### src/logic/hps_pkg.sv
// ****************************************************************
// Register map and field layout
// ****************************************************************
package hps_pkg;
	localparam logic [7:0] SLOT_CTRL_STAT_OFS = 8'hd8;
	localparam logic [7:0] DEV_CAP_TWO_OFS    = 8'he4;
	localparam logic [7:0] LINK_STAT_OFS      = 8'hd0;

	localparam int EN_BUTTON_BIT   = 0;
	localparam int EN_FAULT_BIT    = 1;
	localparam int EN_PRES_BIT     = 3;
	localparam int EN_CMD_BIT      = 4;
	localparam int EN_MASTER_BIT   = 5;
	localparam int ATTN_LSB        = 6;
	localparam int PWR_IND_LSB     = 8;
	localparam int PWR_CTRL_BIT    = 10;
	localparam int EN_DLL_BIT      = 12;
	localparam int ST_BUTTON_BIT   = 16;
	localparam int ST_FAULT_BIT    = 17;
	localparam int ST_LATCH_CH_BIT = 18;
	localparam int ST_PRES_CH_BIT  = 19;
	localparam int ST_CMD_BIT      = 20;
	localparam int ST_LATCH_BIT    = 21;
	localparam int ST_PRES_BIT     = 22;
	localparam int ST_DLL_BIT      = 24;
	localparam int LINK_ACTIVE_BIT = 29;
	localparam int LTR_CAP_BIT     = 11;
	localparam int OBFF_CAP_LSB    = 18;

	localparam logic [1:0] IND_ON    = 2'h1;
	localparam logic [1:0] IND_BLINK = 2'h2;
	localparam logic [1:0] IND_OFF   = 2'h3;

	localparam logic [12:0] CTRL_RST      = 13'h03c0;
	localparam logic [12:0] CTRL_WMASK    = 13'h17fb;
	localparam logic        DLL_CH_RST    = 1'h1;
	localparam logic [31:0] DEV_CAP_TWO   = 32'h0004_0800;
endpackage

### src/logic/hps_slot.sv
// Contract
// Button event enable gates interrupt
// Power fault enable gates interrupt
// Presence change enable gates interrupt
// Command complete enable gates interrupt
// Master enable gates all interrupts
// Attention indicator field, reset off, sends message
// Power indicator field, reset off, sends message
// Bit 10 zero powers slot on
// Link state change enable notifies software
// Button status sticky, write one clears
// Fault status sticky, write one clears
// Latch changed status read-only
// Presence change sticky, write one clears
// Command done sticky, write one clears
// Latch state read-only, zero closed
// Presence state, one card present
// No slot means presence reads one
// Presence reset follows inverted strap
// Link state change sticky, resets one
// Latency reporting capability bit reads one
// Buffer flush field reads 01b
// Link active reads state machine active
// Interrupt while enabled latched status
`timescale 1ns/10ps
module hps_slot (
	input  wire logic        clk_i,
	input  wire logic        rst_i,
	input  wire logic [7:0]  wb_adr_i,
	input  wire logic [31:0] wb_dat_i,
	output logic      [31:0] wb_dat_o,
	input  wire logic [3:0]  wb_sel_i,
	input  wire logic        wb_we_i,
	input  wire logic        wb_cyc_i,
	input  wire logic        wb_stb_i,
	output logic             wb_ack_o,
	input  wire logic        button_i,
	input  wire logic        power_fault_i,
	input  wire logic        retention_latch_i,
	input  wire logic        card_present_i,
	input  wire logic        card_presence_strap_i,
	input  wire logic        slot_implemented_i,
	input  wire logic        cmd_done_i,
	input  wire logic        dl_active_state_i,
	output logic             slot_power_off_o,
	output logic      [1:0]  attn_ind_o,
	output logic      [1:0]  power_ind_o,
	output logic             attn_msg_o,
	output logic             power_msg_o,
	output logic             hp_irq_o
);
	// ************************************************************
	// Pin synchronisers
	// ************************************************************
	logic [5:0] meta_r;
	logic [5:0] sync_r;
	logic [5:0] prev_r;
	wire  [5:0] pins = {dl_active_state_i, cmd_done_i, card_present_i,
		retention_latch_i, power_fault_i, button_i};
	wire  [5:0] rise = sync_r & ~prev_r;
	wire  [5:0] chg  = sync_r ^ prev_r;
	logic       prime_r;

	always_ff @(posedge clk_i) begin
		meta_r <= pins;
		sync_r <= meta_r;
		prev_r <= sync_r;
	end

	// ************************************************************
	// Bus decode
	// ************************************************************
	logic        ack_r;
	logic [12:0] ctrl_r;
	logic [4:0]  sticky_r;
	logic        latch_ch_r;
	logic        dll_ch_r;
	logic        pres_r;
	logic [31:0] rdat_r;
	logic        attn_msg_r;
	logic        pwr_msg_r;
	wire req      = wb_cyc_i & wb_stb_i & ~ack_r;
	wire hit_slot = wb_adr_i == hps_pkg::SLOT_CTRL_STAT_OFS;
	wire hit_cap  = wb_adr_i == hps_pkg::DEV_CAP_TWO_OFS;
	wire hit_link = wb_adr_i == hps_pkg::LINK_STAT_OFS;
	wire wr_slot  = req & wb_we_i & hit_slot;
	wire wr_lo    = wr_slot & wb_sel_i[0];
	wire wr_hi    = wr_slot & wb_sel_i[1];
	wire wr_st    = wr_slot & wb_sel_i[2];
	wire wr_st3   = wr_slot & wb_sel_i[3];
	wire [15:0] ctl_mask = {3'h0, {5{wr_hi}}, {8{wr_lo}}};
	wire [12:0] ctrl_nxt = (ctrl_r & ~ctl_mask[12:0])
		| (wb_dat_i[12:0] & ctl_mask[12:0] & hps_pkg::CTRL_WMASK);
	// Write-one-clear for button, fault, presence, command
	wire [4:0] w1c = {wb_dat_i[hps_pkg::ST_CMD_BIT],
		wb_dat_i[hps_pkg::ST_PRES_CH_BIT], 1'b0,
		wb_dat_i[hps_pkg::ST_FAULT_BIT],
		wb_dat_i[hps_pkg::ST_BUTTON_BIT]} & {5{wr_st}};
	wire [4:0] ev  = {rise[4], chg[3], 1'b0, rise[1], rise[0]};
	// Set wins over a clear in the same cycle
	wire [4:0] sticky_nxt = (sticky_r & ~w1c) | ev;
	wire dll_ch_nxt = (dll_ch_r & ~(wr_st3 & wb_dat_i[hps_pkg::ST_DLL_BIT]))
		| (chg[5] & prime_r);
	// Presence forced to one when no slot is wired
	wire pres_rd = slot_implemented_i ? pres_r : 1'b1;

	wire [31:0] slot_word = {7'h0, dll_ch_r, 1'b0, pres_rd,
		latch_r_bit(sync_r[2]), sticky_r[4], sticky_r[3], latch_ch_r,
		sticky_r[1], sticky_r[0], 3'h0, ctrl_r};
	wire [31:0] link_word = {2'h0, sync_r[5], 29'h0};
	wire [31:0] rdat_nxt = hit_slot ? slot_word :
		hit_cap ? hps_pkg::DEV_CAP_TWO :
		hit_link ? link_word : 32'h0000_0000;

	function automatic logic latch_r_bit(input logic v);
		latch_r_bit = v;
	endfunction

	// ************************************************************
	// Registers
	// ************************************************************
	always_ff @(posedge clk_i) begin
		if (rst_i) begin
			ack_r      <= 1'b0;
			ctrl_r     <= hps_pkg::CTRL_RST;
			sticky_r   <= 5'h00;
			latch_ch_r <= 1'b0;
			dll_ch_r   <= hps_pkg::DLL_CH_RST;
			rdat_r     <= 32'h0000_0000;
			attn_msg_r <= 1'b0;
			pwr_msg_r  <= 1'b0;
			prime_r    <= 1'b0;
		end else begin
			ack_r      <= req;
			ctrl_r     <= ctrl_nxt;
			sticky_r   <= sticky_nxt;
			// Latch change is hardware-only; software cannot clear it
			latch_ch_r <= latch_ch_r | (chg[2] & prime_r);
			dll_ch_r   <= dll_ch_nxt;
			prime_r    <= 1'b1;
			if (req)
				rdat_r <= rdat_nxt;
			attn_msg_r <= wr_lo;
			pwr_msg_r  <= wr_hi;
		end
	end

	// Strap caught on release, not under reset
	logic rst_d_r;
	always_ff @(posedge clk_i) begin
		rst_d_r <= rst_i;
		if (rst_i)
			pres_r <= 1'b0;
		else if (rst_d_r)
			pres_r <= ~card_presence_strap_i;
		else
			pres_r <= sync_r[3];
	end

	// ************************************************************
	// Outputs
	// ************************************************************
	wire [4:0] en = {ctrl_r[hps_pkg::EN_CMD_BIT],
		ctrl_r[hps_pkg::EN_PRES_BIT], 1'b0,
		ctrl_r[hps_pkg::EN_FAULT_BIT], ctrl_r[hps_pkg::EN_BUTTON_BIT]};
	wire any_ev = |(sticky_r & en)
		| (dll_ch_r & ctrl_r[hps_pkg::EN_DLL_BIT]);
	logic irq_r;
	always_ff @(posedge clk_i) begin
		if (rst_i)
			irq_r <= 1'b0;
		else
			irq_r <= any_ev & ctrl_r[hps_pkg::EN_MASTER_BIT];
	end

	assign wb_ack_o         = ack_r;
	assign wb_dat_o         = rdat_r;
	assign hp_irq_o         = irq_r;
	assign attn_msg_o       = attn_msg_r;
	assign power_msg_o      = pwr_msg_r;
	assign attn_ind_o       = ctrl_r[hps_pkg::ATTN_LSB +: 2];
	assign power_ind_o      = ctrl_r[hps_pkg::PWR_IND_LSB +: 2];
	assign slot_power_off_o = ctrl_r[hps_pkg::PWR_CTRL_BIT];

	// ************************************************************
	// Checks
	// ************************************************************
	property p_master_gate;
		@(posedge clk_i) disable iff (rst_i)
		!ctrl_r[hps_pkg::EN_MASTER_BIT] |=> !hp_irq_o;
	endproperty
	a_master_gate: assert property (p_master_gate)
		else $error("irq without master enable");

	property p_irq_cause;
		@(posedge clk_i) disable iff (rst_i)
		(ctrl_r[hps_pkg::EN_MASTER_BIT] && ctrl_r[hps_pkg::EN_BUTTON_BIT]
			&& sticky_r[0]) |=> hp_irq_o;
	endproperty
	a_irq_cause: assert property (p_irq_cause)
		else $error("button event did not raise irq");

	property p_button_sticky;
		@(posedge clk_i) disable iff (rst_i)
		(sticky_r[0] && !w1c[0]) |=> sticky_r[0];
	endproperty
	a_button_sticky: assert property (p_button_sticky)
		else $error("button status lost");

	property p_fault_set;
		@(posedge clk_i) disable iff (rst_i)
		rise[1] |=> sticky_r[1];
	endproperty
	a_fault_set: assert property (p_fault_set)
		else $error("fault status not set");

	property p_no_slot;
		@(posedge clk_i) !slot_implemented_i |-> pres_rd;
	endproperty
	a_no_slot: assert property (p_no_slot)
		else $error("presence not forced");

	property p_attn_msg;
		@(posedge clk_i) disable iff (rst_i)
		wr_lo |=> attn_msg_o ##1 !attn_msg_o;
	endproperty
	a_attn_msg: assert property (p_attn_msg)
		else $error("attention message missing");

	property p_pwr_msg;
		@(posedge clk_i) disable iff (rst_i)
		wr_hi |=> power_msg_o;
	endproperty
	a_pwr_msg: assert property (p_pwr_msg)
		else $error("power message missing");

	property p_latch_ro;
		@(posedge clk_i) disable iff (rst_i)
		latch_ch_r |=> latch_ch_r;
	endproperty
	a_latch_ro: assert property (p_latch_ro)
		else $error("latch change cleared");

	property p_fault_irq;
		@(posedge clk_i) disable iff (rst_i)
		(ctrl_r[hps_pkg::EN_MASTER_BIT] && ctrl_r[hps_pkg::EN_FAULT_BIT]
			&& sticky_r[1]) |=> hp_irq_o;
	endproperty
	a_fault_irq: assert property (p_fault_irq)
		else $error("fault event did not raise irq");

	property p_pres_irq;
		@(posedge clk_i) disable iff (rst_i)
		(ctrl_r[hps_pkg::EN_MASTER_BIT] && ctrl_r[hps_pkg::EN_PRES_BIT]
			&& sticky_r[3]) |=> hp_irq_o;
	endproperty
	a_pres_irq: assert property (p_pres_irq)
		else $error("presence event did not raise irq");

	property p_cmd_irq;
		@(posedge clk_i) disable iff (rst_i)
		(ctrl_r[hps_pkg::EN_MASTER_BIT] && ctrl_r[hps_pkg::EN_CMD_BIT]
			&& sticky_r[4]) |=> hp_irq_o;
	endproperty
	a_cmd_irq: assert property (p_cmd_irq)
		else $error("command event did not raise irq");

	property p_dll_irq;
		@(posedge clk_i) disable iff (rst_i)
		(ctrl_r[hps_pkg::EN_MASTER_BIT] && ctrl_r[hps_pkg::EN_DLL_BIT]
			&& dll_ch_r) |=> hp_irq_o;
	endproperty
	a_dll_irq: assert property (p_dll_irq)
		else $error("link change did not raise irq");

	property p_irq_none;
		@(posedge clk_i) disable iff (rst_i)
		(!(|(sticky_r & en))
			&& !(dll_ch_r && ctrl_r[hps_pkg::EN_DLL_BIT])) |=> !hp_irq_o;
	endproperty
	a_irq_none: assert property (p_irq_none)
		else $error("irq without enabled status");

	property p_attn_field;
		@(posedge clk_i) disable iff (rst_i)
		wr_lo |=> attn_ind_o == $past(wb_dat_i[hps_pkg::ATTN_LSB +: 2]);
	endproperty
	a_attn_field: assert property (p_attn_field)
		else $error("attention field not written");

	property p_pwr_ind;
		@(posedge clk_i) disable iff (rst_i)
		wr_hi |=> power_ind_o == $past(wb_dat_i[hps_pkg::PWR_IND_LSB +: 2]);
	endproperty
	a_pwr_ind: assert property (p_pwr_ind)
		else $error("power indicator not written");

	property p_pwr_ctrl;
		@(posedge clk_i) disable iff (rst_i)
		wr_hi |=> slot_power_off_o == $past(wb_dat_i[hps_pkg::PWR_CTRL_BIT]);
	endproperty
	a_pwr_ctrl: assert property (p_pwr_ctrl)
		else $error("power control not written");

	property p_button_set;
		@(posedge clk_i) disable iff (rst_i)
		rise[0] |=> sticky_r[0];
	endproperty
	a_button_set: assert property (p_button_set)
		else $error("button status not set");

	property p_fault_keep;
		@(posedge clk_i) disable iff (rst_i)
		(sticky_r[1] && !w1c[1]) |=> sticky_r[1];
	endproperty
	a_fault_keep: assert property (p_fault_keep)
		else $error("fault status lost");

	property p_latch_set;
		@(posedge clk_i) disable iff (rst_i)
		(chg[2] && prime_r) |=> latch_ch_r;
	endproperty
	a_latch_set: assert property (p_latch_set)
		else $error("latch change not set");

	property p_pres_set;
		@(posedge clk_i) disable iff (rst_i)
		chg[3] |=> sticky_r[3];
	endproperty
	a_pres_set: assert property (p_pres_set)
		else $error("presence change not set");

	property p_cmd_set;
		@(posedge clk_i) disable iff (rst_i)
		rise[4] |=> sticky_r[4];
	endproperty
	a_cmd_set: assert property (p_cmd_set)
		else $error("command status not set");

	property p_cmd_keep;
		@(posedge clk_i) disable iff (rst_i)
		(sticky_r[4] && !w1c[4]) |=> sticky_r[4];
	endproperty
	a_cmd_keep: assert property (p_cmd_keep)
		else $error("command status lost");

	property p_latch_state;
		@(posedge clk_i) disable iff (rst_i)
		(req && hit_slot)
			|=> wb_dat_o[hps_pkg::ST_LATCH_BIT] == $past(sync_r[2]);
	endproperty
	a_latch_state: assert property (p_latch_state)
		else $error("latch state misread");

	property p_pres_read;
		@(posedge clk_i) disable iff (rst_i)
		(req && hit_slot && slot_implemented_i)
			|=> wb_dat_o[hps_pkg::ST_PRES_BIT] == $past(pres_r);
	endproperty
	a_pres_read: assert property (p_pres_read)
		else $error("presence state misread");

	property p_strap;
		@(posedge clk_i) disable iff (rst_i)
		(rst_d_r && !rst_i) |=> pres_r == !$past(card_presence_strap_i);
	endproperty
	a_strap: assert property (p_strap)
		else $error("presence not loaded from strap");

	property p_dll_set;
		@(posedge clk_i) disable iff (rst_i)
		(chg[5] && prime_r) |=> dll_ch_r;
	endproperty
	a_dll_set: assert property (p_dll_set)
		else $error("link change not set");

	property p_cap_read;
		@(posedge clk_i) disable iff (rst_i)
		(req && hit_cap) |=> wb_dat_o == hps_pkg::DEV_CAP_TWO;
	endproperty
	a_cap_read: assert property (p_cap_read)
		else $error("capability word misread");

	property p_link_read;
		@(posedge clk_i) disable iff (rst_i)
		(req && hit_link)
			|=> wb_dat_o[hps_pkg::LINK_ACTIVE_BIT] == $past(sync_r[5]);
	endproperty
	a_link_read: assert property (p_link_read)
		else $error("link active misread");
endmodule

### config.mk
export PLATFORM = sky130hd
export DESIGN_NAME = hps_slot
export DESIGN_NICKNAME = d
export VERILOG_FILES = /design/src/logic/hps_pkg.sv /design/src/logic/hps_slot.sv
export SDC_FILE = /design/constraint.sdc
export NUM_CORES = 1
export LEC_CHECK = 0
export ABC_AREA = 1
export BUFFER_PORTS_ARGS = -buffer_cell sky130_fd_sc_hd__buf_2
export CAP_MARGIN = 20
export CORE_ASPECT_RATIO = 1.25
export CORE_MARGIN = 1
export CORE_UTILIZATION = 47
export DETAILED_ROUTE_END_ITERATION = 10
export PLACE_DENSITY = 0.88
export SYNTH_ARGS = -nofsm -noshare
export SYNTH_HDL_FRONTEND = slang
export SYNTH_SLANG_ARGS = --single-unit
### constraint.sdc
create_clock -name clk_i -period 1.3 [get_ports clk_i]
set_input_delay 0.13 -clock clk_i [delete_from_list [all_inputs] [get_ports clk_i]]
set_output_delay 0.13 -clock clk_i [all_outputs]
set_load 0.02 [all_outputs]
== Yosys cells after proc, flatten, opt, wreduce, memory -nomap -nowiden ==
Cells that the tools add are included.

* Flip-flop bits (word level): 77
* Input port bits: 57
* Output and inout port bits: 41

* Eq/ne operators: 3
* Multiplexer cells: 6
* Bitwise gates (word level): 32
* Reduce and logical (&&, ||, !) cells: 1

{| class="wikitable"
|+ Operator list
! operator !! count
|-
| 30-bit 2-to-1 mux || 3
|-
| 13-bit bitwise AND || 2
|-
| 8-bit equality test (second input constant) || 3
|-
| 5-bit bitwise AND || 4
|-
| 1-bit bitwise AND || 14
|-
| 13-bit NOT || 1
|-
| 13-bit bitwise OR || 1
|-
| 5-bit NOT || 2
|-
| 6-bit XOR || 1
|-
| 5-bit bitwise OR || 1
|-
| 5-bit OR reduction || 1
|-
| 1-bit 2-to-1 mux || 3
|-
| 1-bit NOT || 3
|-
| 1-bit bitwise OR || 3
|}

== Longest topological paths before layout ==
* Depth after elaboration: 9
* Gate-level depth with buffers: 8
* Depth with buffers taken out: 8

== Worst setup path after synthesis ==
OpenSTA, ideal clock, no wires.

* Path type: flip-flop to flip-flop
* Start point: register ack_r (netlist: wb_ack_o)
* End point: register (tool-made name)
* Setup time: 0.066 ns
* Arrival: 1.154 ns
* Path slack: 0.080 ns
* Stages on the path, launching flop included: 8
* Path buffers: 0
* Period minus slack after synthesis: 1.220 ns
* Cells stage by stage: dfxtp_1 > inv_1 > nand3_2 > nor2_4 > nand3_4 > clkinv_4 > nand2_2 > a21oi_2

{| class="wikitable"
|+ RTL lines
! what !! RTL line !! source
|-
| start: declaration || hps_slot.sv:73 || <nowiki>logic ack_r;</nowiki>
|-
| start signal: assignment || hps_slot.sv:134 || <nowiki>ack_r <= req;</nowiki>
|}

==> results summary <==
The run finished with clean final reports. The number of global-route vias before repair is 1700. TritonCTS built the clock tree.

The maximum operating frequency is approximately 800 MHz. In the global route stage, overall resource usage came out at about a fifth. The routed via count divided by cell count came out at slightly below 5. The total congestion overflow after global routing came out at 0. Across all register-to-register paths, the minimum setup slack is roughly 0.047 ns. The post-synthesis compound-gate area fraction is between 10% and 20%. Of the total synthesized cell area, the portion taken by XOR and XNOR cells is less than 1%.

The total number of placement rows came out at 28. The later pin in the worst-skew pair is clocked with a latency of 0.34 ns. The die outline height came out at a little over 80 um. In the synthesized netlist the dominant register cell turns out to be sky130_fd_sc_hd__dfxtp_1. The flop and latch count out of synthesis is 66. The total via count after detailed routing came out at 2010. In this run the tool buffered the top-level ports with about 70 buffer cells. The number of max-slew violations in the final report came out at 0. The first global-routing pass estimated approximately 7600 um of wire. In this run the most critical hold path is launched from wb_dat_i[5]. The cell area that synthesis handed to floorplanning was around 2300 um^2.

At the end of routability-driven placement, the weighted congestion stood at just under 0.8. After Yosys synthesis, and, or, nand and nor cells account for 20.86% of the synthesized area. Of the post-synthesis cell area, the part taken by muxes is 0%. Tracing the worst setup path back leads to its startpoint at wb_ack_o$_SDFF_PP0_. Counting every instance in the synthesized netlist gives roughly 260. The die width came out at roughly 65 um. The synthesized area per cell is ~8.9 um^2. The library cells used most frequently in the layout, excluding fill and tap cells, are sky130_fd_sc_hd__buf_2 (71), sky130_fd_sc_hd__dfxtp_1 (66), sky130_fd_sc_hd__nand2_1 (55), sky130_fd_sc_hd__a21oi_1 (34), sky130_fd_sc_hd__nand3_1 (17). The number of nets in the layout came out at roughly 400.

The nature of the critical path endpoint is a flop. The CTS H-tree depth is 3. The leakage component of the power is 1.429 nW. The proportion of synthesized chip area in sequential cells came out at ~57%. The path class of the tightest hold or removal check is in2reg. The count of maximum capacitance violations is 0. Of the total synthesized cell area, the portion taken by full adders, half adders and majority gates is 0%. The routed length per placed instance is around 12 um. After synthesis, the largest family of logic cells by area is simple AND/OR/NAND/NOR gates. Entering global routing, the biggest net connects 27 pins. The reg-to-reg critical path startpoint is wb_ack_o$_SDFF_PP0_. Across the VDD grid, the largest voltage drop is slightly above 0.001 V.

The setup TNS after final layout came out at 0 ns. The clock-pin transition on the worst setup and hold timing paths came out at approximately 0.07 ns. Setup violations remaining at the end of the flow were counted as 0. The diode insertion count for antenna repair is 0.

The total iterations of the first detailed-routing run is 5. The core region is between 4000 and 5000 um^2. The worst setup path is launched from a flop.

The hold violation count in the final report is 0. Cells with a size suffix above 1 make up 32.49% of the layout. Data on the critical path arrives at its endpoint at 1.47 ns. The power density over the cells is about 1400 nW/um^2.

CTS placed an instance of sky130_fd_sc_hd__clkbuf_8 at the clock tree root. The top-level I/O count came out at roughly 100. The worst hold path cell count is 3. The finished cells cover roughly 3000 um^2. The number of buffers created by CTS is 9. Once the floorplan was initialized, standard cells occupied 48.94% of the core. The setup path with the least slack is of type reg2reg. The worst reg-to-reg path cell count is 7. After detailed placement, the total cell area comes to roughly 2700 um^2. The initial antenna violation count is 0. The proportion of synthesized flip-flops having asynchronous set or reset came out at 0%.

The final core utilization is between 60% and 70%. The final layout contains routed wiring with a total length of ~5000 um. Leaving out fill and tap cells, the most frequent cell in the layout is sky130_fd_sc_hd__buf_2. In this run, distinct cell masters in the synthesized netlist total 27. Detailed placement finished with a half-perimeter wire length of 3438 um.

No sink is reached through more buffers than the 2 on the longest clock path. The number of synthesized flops with an enable pin came out at 0. The biggest fanout along the worst timing path is 8. The final worst clock skew is between 0.007 and 0.008 ns. The count of antenna-violating nets left after detailed routing came out at 0. The die covers 5211 um^2. The minimum clock period after layout is about 1.3 ns. Yosys printed 0 warnings. The count of unresolved DRC violations after routing came out at 0. The required time at the endpoint of the critical path came out at between 1.5 and 2 ns. The number of violations reported at the end of detailed-routing iteration 0 came out at roughly 150.

The period utilization is between 90% and 100%. The number of sinks driven by the clock tree is between 60 and 70. From synthesis to final layout, the design area changed by 32.86%.
[cell families (layout without fill, tap and decap cells)]
logic type             count (synthesis)  after routing
buffers and inverters                 42            126
XOR/XNOR                               2              2
flip-flops                            66             66
AO/OA/AOI/OAI                         51             51
AND/OR/NAND/NOR                       99             99
other                                  1             10
[how the worst max path moves through the flow]
stage                                endpoint  slack (ns)  depth (start not counted)
finish                                   flop        0.05                          7
floorplan                                flop        0.08                          7
global route                             flop      -0.009                          7
detailed placement  wb_dat_o[22]$_SDFFE_PP0N_      -0.003                          6
CTS                                      flop        0.05                          7
global placement    wb_dat_o[18]$_SDFFE_PP0N_        0.06                          6
[metal layers]
layer | vias to the layer above | global-route usage [%] | wire length (um)
li1 | 1004 | - | -
met1 | 913 | 22.20 | 2057
met2 | 81 | 32.08 | 2472
met3 | 12 | 7.244 | 336
met4 | 0 | 9.333 | 126
met5 | - | 0 | 0
[through the flow]
| step | total power [mW] | worst slack, ns | hold WS (ns) | instances |
|---|---|---|---|---|
| global placement | 2.444 | 0.05921 | 0.2321 | 385 |
| floorplan | 2.339 | 0.07989 | 0.1577 | 270 |
| global route | 4.453 | -0.008570 | 0.01355 | 414 |
| detailed placement | 2.454 | -0.002778 | 0.2336 | 385 |
| finish | 4.303 | 0.04672 | 0.01666 | 414 |
| CTS | 4.329 | 0.04858 | 0.008251 | 411 |
[Yosys cell counts (2+ instances only)]
master | n | area [um^2]
sky130_fd_sc_hd__nand4_1 | 7 | 43.79
sky130_fd_sc_hd__nor2_2 | 2 | 12.51
sky130_fd_sc_hd__a21oi_1 | 35 | 175.2
sky130_fd_sc_hd__nand2_2 | 3 | 18.77
sky130_fd_sc_hd__dfxtp_1 | 66 | 1321
sky130_fd_sc_hd__buf_4 | 16 | 120.1
sky130_fd_sc_hd__o21ai_0 | 13 | 65.06
sky130_fd_sc_hd__inv_1 | 15 | 56.30
sky130_fd_sc_hd__nand3_1 | 17 | 85.08
sky130_fd_sc_hd__nand2_1 | 55 | 206.5
sky130_fd_sc_hd__nor2_1 | 9 | 33.78
sky130_fd_sc_hd__nand3_4 | 2 | 35.03
sky130_fd_sc_hd__clkbuf_1 | 7 | 26.28
[timing repair]
item	CTS	global route
pin swaps	0	2
setup endpoints to repair	6	3
hold endpoints to repair	10	0
hold buffers	10	0
setup buffers	0	3
gates resized for setup	2	4
[where the power goes]
part,total [mW],switching (mW),internal [mW],leakage (nW)
clock network,1.86,0.733,1.13,0.109
registers,2.12,0.0329,2.09,0.543
logic,0.321,0.183,0.138,0.777
[layout make-up]
cell class,count,area [um^2]
fillers,400,1654
flip-flops and latches,66,1321
repair buffers,93,574.3
inverters,17,71.32
clock inverters,5,77.57
multi-input cells,162,814.5
clock buffers,11,141.4
well taps,60,75.07
[worst max-delay path: stages (launching register included)]
cell and delay [ns]:
sky130_fd_sc_hd__dfxtp_1 0.32, sky130_fd_sc_hd__inv_2 0.06, sky130_fd_sc_hd__nand3_4 0.10, sky130_fd_sc_hd__nor2_4 0.22
sky130_fd_sc_hd__nand3_4 0.17, sky130_fd_sc_hd__buf_6 0.16, sky130_fd_sc_hd__nand2_1 0.05, sky130_fd_sc_hd__a21oi_1 0.06
Power figures use the tool's default switching activity.
